--- config.mk ---
export PLATFORM = sky130hd
export DESIGN_NAME = core_fetch_pipeline_sequencer
export DESIGN_NICKNAME = d
export VERILOG_FILES = /design/src/core_fetch_pkg.sv /design/src/core_fetch_pipeline_sequencer.sv
export VERILOG_INCLUDE_DIRS = /design/src
export SDC_FILE = /design/constraint.sdc
export NUM_CORES = 1
export LEC_CHECK = 0
export BUFFER_PORTS_ARGS = -buffer_cell sky130_fd_sc_hd__buf_2
export CAP_MARGIN = 20
export CORE_ASPECT_RATIO = 1.75
export CORE_UTILIZATION = 62
export CTS_BUF_LIST = sky130_fd_sc_hd__clkbuf_16
export CTS_CLUSTER_SIZE = 25
export DETAILED_ROUTE_END_ITERATION = 8
export GPL_TIMING_DRIVEN = 0
export PLACE_DENSITY = 0.91
export SYNTH_ARGS = -nofsm -noshare
export SYNTH_HDL_FRONTEND = slang
export SYNTH_SLANG_ARGS = --single-unit
export TNS_END_PERCENT = 20
--- constraint.sdc ---
create_clock -name clk -period 7.2 [get_ports clk]
set_clock_uncertainty 0.15 [all_clocks]
set_input_delay 2.16 -clock clk [delete_from_list [all_inputs] [get_ports clk]]
set_output_delay 2.16 -clock clk [all_outputs]
set_load 0.005 [all_outputs]
--- src/core_fetch_regs.svh ---
/*
  Constants of the fetch and pipeline sequencer: vectors, widths, sizes.
  Assumes inclusion by bare name from the package and the sequencer.
*/
`ifndef CORE_FETCH_REGS_SVH
`define CORE_FETCH_REGS_SVH

// ***************************************************************
// Widths and sizes
// ***************************************************************
`define PC_WIDTH      13
`define INSTR_WIDTH   14
`define DATA_WIDTH    8
`define STACK_DEPTH   8
`define STACK_PTR_W   3
`define PROG_ADDR_W_SMALL 10
`define PROG_ADDR_W_LARGE 11

// ***************************************************************
// Vectors and reset values
// ***************************************************************
`define RESET_VECTOR  13'h0000
`define IRQ_VECTOR    13'h0004
`define NOP_WORD      14'h0000

`endif

--- src/core_fetch_pkg.sv ---
/*
  Types of the fetch and pipeline sequencer: phase states and carriers.
  Assumes core_fetch_regs.svh is on the include path.
*/
`default_nettype none
`include "core_fetch_regs.svh"

package core_fetch_pkg;

  // ***************************************************************
  // Phase states, Gray coded along the ring
  // ***************************************************************
  typedef enum logic [1:0] {
    PHASE_ONE   = 2'b00,
    PHASE_TWO   = 2'b01,
    PHASE_THREE = 2'b11,
    PHASE_FOUR  = 2'b10
  } phase_t;

  // ***************************************************************
  // Flow change request from the execute stage
  // ***************************************************************
  typedef struct packed {
    logic                   jump;
    logic                   call;
    logic                   ret;
    logic                   irq;
    logic [`PC_WIDTH-1:0]   target;
  } flow_req_t;

  // Data memory strobes for the executing word
  typedef struct packed {
    logic rd;
    logic wr;
  } data_strobe_t;

endpackage

`default_nettype wire

--- src/core_fetch_pipeline_sequencer.sv ---
/*
  Fetch and pipeline sequencer of a small 8-bit Harvard core: phase ring,
  program counter, prefetch and instruction registers, return stack.
  Assumes a synchronous program memory answering within one phase, and an
  execute stage that raises flow requests during phase_four only.
*/
// Operation
// - Divide oscillator by four into four non-overlapping phases per cycle.
// - Increment PC in phase_one; latch fetched word in phase_four.
// - Load prefetched word into instruction register in phase_one; execute after.
// - Read data operand in phase_two; write result in phase_four.
// - Fetch next word while executing current; one instruction per cycle.
// - Flow changes take two cycles; prefetched word is discarded.
// - Program counter is 13 bits, spanning 8K words of 14 bits.
// - Implemented memory ends at 03FFh or 07FFh, chosen by parameter.
// - Addresses above implemented memory wrap; upper bits ignored.
// - Execution starts at 0000h after reset; interrupts go to 0004h.
// - Separate 14-bit instruction and 8-bit data paths, same cycle.
// - Return stack eight levels deep for calls and interrupts.
// - Program counter clears to zero on any reset.
// - Stack is circular, no overflow or underflow flags.
`timescale 1ns/1ps
`default_nettype none
`include "core_fetch_regs.svh"

module core_fetch_pipeline_sequencer #(
  parameter bit LARGE_MEMORY = 1'b0
) (
  input  wire logic                      clk,
  input  wire logic                      rst_n,
  input  wire core_fetch_pkg::flow_req_t flow_req,
  input  wire logic [`INSTR_WIDTH-1:0]   prog_rdata,
  output logic [`PC_WIDTH-1:0]           prog_addr,
  output logic [`INSTR_WIDTH-1:0]        instr_reg,
  output logic                           instr_valid,
  output logic [1:0]                     phase_code,
  output logic                           phase_one,
  output logic                           phase_two,
  output logic                           phase_three,
  output logic                           phase_four,
  output core_fetch_pkg::data_strobe_t   data_strobe,
  output logic [`PC_WIDTH-1:0]           pc
);

  // ***************************************************************
  // Local sizes
  // ***************************************************************
  // Implemented size by parameter
  localparam int ADDR_W = LARGE_MEMORY ? `PROG_ADDR_W_LARGE
                                       : `PROG_ADDR_W_SMALL;

  core_fetch_pkg::phase_t phase;
  core_fetch_pkg::phase_t next_phase;
  logic [`INSTR_WIDTH-1:0] prefetch;
  logic                    prefetch_valid;
  logic [`PC_WIDTH-1:0]    stack_mem [`STACK_DEPTH];
  logic [`STACK_PTR_W-1:0] stack_ptr;

  // ***************************************************************
  // Phase ring decode
  // ***************************************************************
  // Divide by four
  always_comb begin
    unique case (phase)
      core_fetch_pkg::PHASE_ONE:   next_phase = core_fetch_pkg::PHASE_TWO;
      core_fetch_pkg::PHASE_TWO:   next_phase = core_fetch_pkg::PHASE_THREE;
      core_fetch_pkg::PHASE_THREE: next_phase = core_fetch_pkg::PHASE_FOUR;
      core_fetch_pkg::PHASE_FOUR:  next_phase = core_fetch_pkg::PHASE_ONE;
    endcase
  end

  wire in_one  = (phase == core_fetch_pkg::PHASE_ONE);
  wire in_four = (phase == core_fetch_pkg::PHASE_FOUR);

  // Flow requests only count at the end of a cycle
  wire take_jump = in_four & flow_req.jump;
  wire take_call = in_four & flow_req.call;
  wire take_ret  = in_four & flow_req.ret;
  wire take_irq  = in_four & flow_req.irq;
  wire redirect  = take_jump | take_call | take_ret | take_irq;

  wire [`STACK_PTR_W-1:0] pop_ptr = stack_ptr - `STACK_PTR_W'(1);

  // Return address: pc has already stepped past the word being fetched
  wire [`PC_WIDTH-1:0] push_pc = pc - `PC_WIDTH'(1);

  // Interrupt vector, return and jump targets
  wire [`PC_WIDTH-1:0] redirect_pc =
    take_irq ? `IRQ_VECTOR :
    take_ret ? stack_mem[pop_ptr] :
               flow_req.target;

  wire [`PC_WIDTH-1:0] next_pc =
    redirect ? redirect_pc :
    in_one   ? pc + `PC_WIDTH'(1) :
               pc;

  wire [`PC_WIDTH-1:0] wrapped_addr =
    {{(`PC_WIDTH-ADDR_W){1'b0}}, pc[ADDR_W-1:0]};

  // ***************************************************************
  // Phase ring and program counter
  // ***************************************************************
  // Reset parks ring at phase_one
  always_ff @(posedge clk or negedge rst_n) begin
    if (!rst_n) begin
      phase <= core_fetch_pkg::PHASE_ONE;
    end else begin
      phase <= next_phase;
    end
  end

  // PC clears on reset; 13-bit counter
  always_ff @(posedge clk or negedge rst_n) begin
    if (!rst_n) begin
      pc <= `RESET_VECTOR;
    end else begin
      pc <= next_pc;
    end
  end

  // ***************************************************************
  // Prefetch and instruction registers
  // ***************************************************************
  // Latch word in phase_four; discard it on a redirect
  always_ff @(posedge clk or negedge rst_n) begin
    if (!rst_n) begin
      prefetch       <= `NOP_WORD;
      prefetch_valid <= 1'b0;
    end else if (in_four) begin
      prefetch       <= redirect ? `NOP_WORD : prog_rdata;
      prefetch_valid <= ~redirect;
    end
  end

  // Execute register loads in phase_one; overlap with fetch
  always_ff @(posedge clk or negedge rst_n) begin
    if (!rst_n) begin
      instr_reg   <= `NOP_WORD;
      instr_valid <= 1'b0;
    end else if (in_one) begin
      instr_reg   <= prefetch;
      instr_valid <= prefetch_valid;
    end
  end

  // ***************************************************************
  // Return stack
  // ***************************************************************
  // Eight entries; pointer wraps silently
  always_ff @(posedge clk or negedge rst_n) begin
    if (!rst_n) begin
      stack_ptr <= '0;
    end else if (take_call | take_irq) begin
      stack_ptr <= stack_ptr + `STACK_PTR_W'(1);
    end else if (take_ret) begin
      stack_ptr <= pop_ptr;
    end
  end

  // Push the word being fetched, so the discarded word is refetched
  // after the return; entries need no reset, the pointer guards them
  always_ff @(posedge clk) begin
    if (take_call | take_irq) begin
      stack_mem[stack_ptr] <= push_pc;
    end
  end

  // ***************************************************************
  // Registered outputs
  // ***************************************************************
  // Data strobes and separate address path
  always_ff @(posedge clk or negedge rst_n) begin
    if (!rst_n) begin
      phase_code  <= 2'h0;
      phase_one   <= 1'b1;
      phase_two   <= 1'b0;
      phase_three <= 1'b0;
      phase_four  <= 1'b0;
      data_strobe <= '0;
      prog_addr   <= `RESET_VECTOR;
    end else begin
      phase_code  <= next_phase;
      phase_one   <= (next_phase == core_fetch_pkg::PHASE_ONE);
      phase_two   <= (next_phase == core_fetch_pkg::PHASE_TWO);
      phase_three <= (next_phase == core_fetch_pkg::PHASE_THREE);
      phase_four  <= (next_phase == core_fetch_pkg::PHASE_FOUR);
      // Read strobe rises with the new word, so use what is being loaded
      data_strobe.rd <= (next_phase == core_fetch_pkg::PHASE_TWO)
                        & prefetch_valid;
      data_strobe.wr <= (next_phase == core_fetch_pkg::PHASE_FOUR)
                        & instr_valid;
      // Fetch address taken before the phase_one step lands
      if (in_one) begin
        prog_addr <= wrapped_addr;
      end
    end
  end
endmodule
`default_nettype wire

==> results.sh <==
export IMPL_cts_resized=0
export IMPL_ys_ff_latch=168
export IMPL_drtIter0Drc=500
export IMPL_top_layer="met4"
export IMPL_remaining_drc_errors=0
export IMPL_crit_arrival_ns=3.71
export IMPL_area_growth_pct=18.05
export IMPL_routed_via_density=6.721
export IMPL_row_count=50
export IMPL_post_dp_cell_area_mm2=0.007660
export IMPL_grt_pass1_wl_um=26630
export IMPL_tns_ns=0
export IMPL_htreeDepth=4
export IMPL_min_period_over_period=0.5183
export IMPL_cts_root_buf="clkbuf_16"
export IMPL_cts_tree="done"
export IMPL_clk_latency_ns=0.43
export IMPL_yosysUniqueCellTypes=45
export IMPL_fin_crit_ns=3.732
export IMPL_netSwitchingFraction=0.3249
export IMPL_diodes=0
export IMPL_grt_use_total=0.3316
export IMPL_maxSlewViolCount=0
export IMPL_ys_async_sr_fraction=0.3810
export IMPL_antenna_found_initial=0
export IMPL_route_met2_wl_um=9347
export IMPL_largest_reg_flops=104
export IMPL_io_pin_count=82
export IMPL_critical_path_peak_fanout=7
export IMPL_synth_edff_count=104
export IMPL_leakage_nw=3.312
export IMPL_firstDrtPassIters=5
export IMPL_routed_wl_um=17800
export IMPL_drive_above_1_share=0.3310
export IMPL_fp_dieW_um=82.14
export IMPL_seq_area_mm2=0.004726
export IMPL_clock_path_buffers=2
export IMPL_die_area_mm2=0.01168
export IMPL_syn_area_mm2=0.006968
export IMPL_dp_cells=666
export IMPL_status="completed"
export IMPL_pwr_share_clk=0.290
export IMPL_path_class="in -> reg"
export IMPL_antenna_left=0
export IMPL_numClockSinks=168
export IMPL_cap_violations=0
export IMPL_post_cts_repair_setup_buffers=0
export IMPL_yosys_warnings=0
export IMPL_grt_pass1_vias=4827
export IMPL_place_congestion=0.9063
export IMPL_p_int_mw=2.003
export IMPL_io_buffers=77
export IMPL_hold_viol=0
export IMPL_combPwrFrac=0.305
export IMPL_wl_met1_um=5716
export IMPL_die_y_um=142.2
export IMPL_holdBufCountCts=0
export IMPL_start_util=0.6438
export IMPL_syn_inst=447
export IMPL_grt_start_max_net_pins=45
export IMPL_worst_setup_path_end_kind="flop"
export IMPL_cp_required_ns=7.18
export IMPL_dpl_hpwl_um=11450
export IMPL_path_clk_slew_ns=0.06
export IMPL_power_density_mw_per_mm2=360.7
export IMPL_peakVddDrop_v=0.0002865
export IMPL_cts_buffers=17
export IMPL_n_fill_cell=545
export IMPL_multi_input_comb_area_mm2=0.002077
export IMPL_pwr_share_seq=0.405
export IMPL_fin_area_mm2=0.008225
export IMPL_syn_avg_cell_area_um2=15.59
export IMPL_start_kind="input port"
export IMPL_core_mm2=0.01082
export IMPL_routedWlPerCell_um=25.50
export IMPL_post_route_util=0.7600
export IMPL_power_switching_uw=963.9
export IMPL_fmax_mhz=268.0
export IMPL_dr_total_vias=4691
export IMPL_rsz0062_at_grt="no"
export IMPL_nets=592
export IMPL_wl_met3_um=1546
export IMPL_slew_headroom=0.3367
export IMPL_min_path_type="reg -> reg"
export IMPL_synthFlopType="edfxtp_1"
export IMPL_worst_pin_slew_ns=0.9879
export IMPL_layoutNonFillerInstCount=698
export IMPL_grt_overflow_total=0
export IMPL_yosysSeqAreaShare=0.6782
export IMPL_setup_violations=0
## worst paths after layout
check | cells after the start | start | to | slack (ns)
max | 5 | flow_req[13] | stack_mem[7][5] | 3.47
min | 1 | prefetch[4] | prefetch[4] | 0.35
max reg2reg | 10 | stack_ptr[0] | pc[12] | 3.53
min reg2reg | 1 | prefetch[4] | prefetch[4] | 0.35
max in group asynchronous | 2 | rst_n | prefetch[10] | 4.77
min in group asynchronous | 1 | rst_n | pc[12] | 1.54
## logic make-up (layout without fill, tap and decap cells)
family,count (synthesis),after routing,share of synthesized area
other,1,3,0.0005382
adder cells (fa/ha/maj),4,4,0.007183
AO/OA/AOI/OAI,52,52,0.05351
buffers and inverters,44,163,0.02855
XOR/XNOR,24,24,0.03286
flip-flops,168,168,0.6782
multiplexers,52,52,0.1280
AND/OR/NAND/NOR,102,102,0.07111
## final cells by class
class | instances | share of cell area
Timing Repair Buffer | 87 | 0.06024
Tap cell | 130 | 0.01977
Buffer | 34 | 0.01962
Inverter | 10 | 0.004563
Clock buffer | 19 | 0.05780
Clock inverter | 13 | 0.01095
Sequential cell | 168 | 0.5745
Multi-Input combinational cell | 237 | 0.2525
## Yosys cell counts, drive strengths merged (5+ instances only)
library cell	instances	area, um2
a22o	14	122.6
a31oi	5	31.28
buf	14	86.33
clkbuf	20	75.07
dfrtp	63	1577
edfxtp	104	3123
inv	10	37.54
mux2	25	281.5
mux4	26	600.6
nand2	32	120.1
nand3	8	40.04
nor2	20	75.07
nor3	15	86.34
o21ai	12	60.05
o22ai	10	62.56
or3	6	37.54
xnor2	9	78.83
xor2	15	150.2
## power by group through the flow
stage	clock, mW	sequential, mW	combinational [mW]
floorplan	0	1.21	0.596
global placement	0	1.21	0.798
detailed placement	0	1.22	0.840
CTS	0.863	1.20	0.879
global route	0.900	1.21	0.954
finish	0.860	1.20	0.903
## critical path, stage by stage
cell and delay (ns):
buf_2 0.14, nor2_1 0.11, or3_1 0.40, nor2_1 0.64, buf_6 0.26
## through the flow
step                hold WS, ns  total power [mW]  setup WS (ns)
global placement         0.3318             2.009          1.701
global route             0.3747             3.061          3.399
detailed placement       0.3394             2.056          3.039
floorplan                0.3173             1.805          3.000
finish                   0.3498             2.967          3.468
CTS                      0.3535             2.941          3.482
## layout by cell type, fill, tap and decap left out, types with 2 or more instances in the layout
cell type   instances
a22o_1             14
nand4_1             4
ha_1                4
xor2_1             14
nor2_1             20
mux2_2             25
conb_1              3
dfrtp_1            63
o22ai_1            10
nor2b_1             2
and3_1              4
edfxtp_1          104
buf_6               6
a31oi_1             5
o221ai_1            2
or3_1               6
clkinv_2            3
mux4_1              4
nor3_1             10
mux4_2             22
nand3_1             8
and2_1              4
buf_2              83
nand2b_1            2
inv_1              11
clkbuf_16          19
inv_6               5
nor3_2              4
buf_4              10
clkinvlp_4          2
xnor2_1             9
o21ai_0            11
clkbuf_1           20
nand2_1            32
a21oi_1             3
## routing by layer
| metal | vias to the layer above | GRT usage |
|---|---|---|
| li1 | 1894 | - |
| met1 | 2303 | 0.3508 |
| met2 | 382 | 0.5494 |
| met3 | 112 | 0.09936 |
| met4 | 0 | 0.2290 |
| met5 | - | 0 |
(Power assumes the default switching activity.)
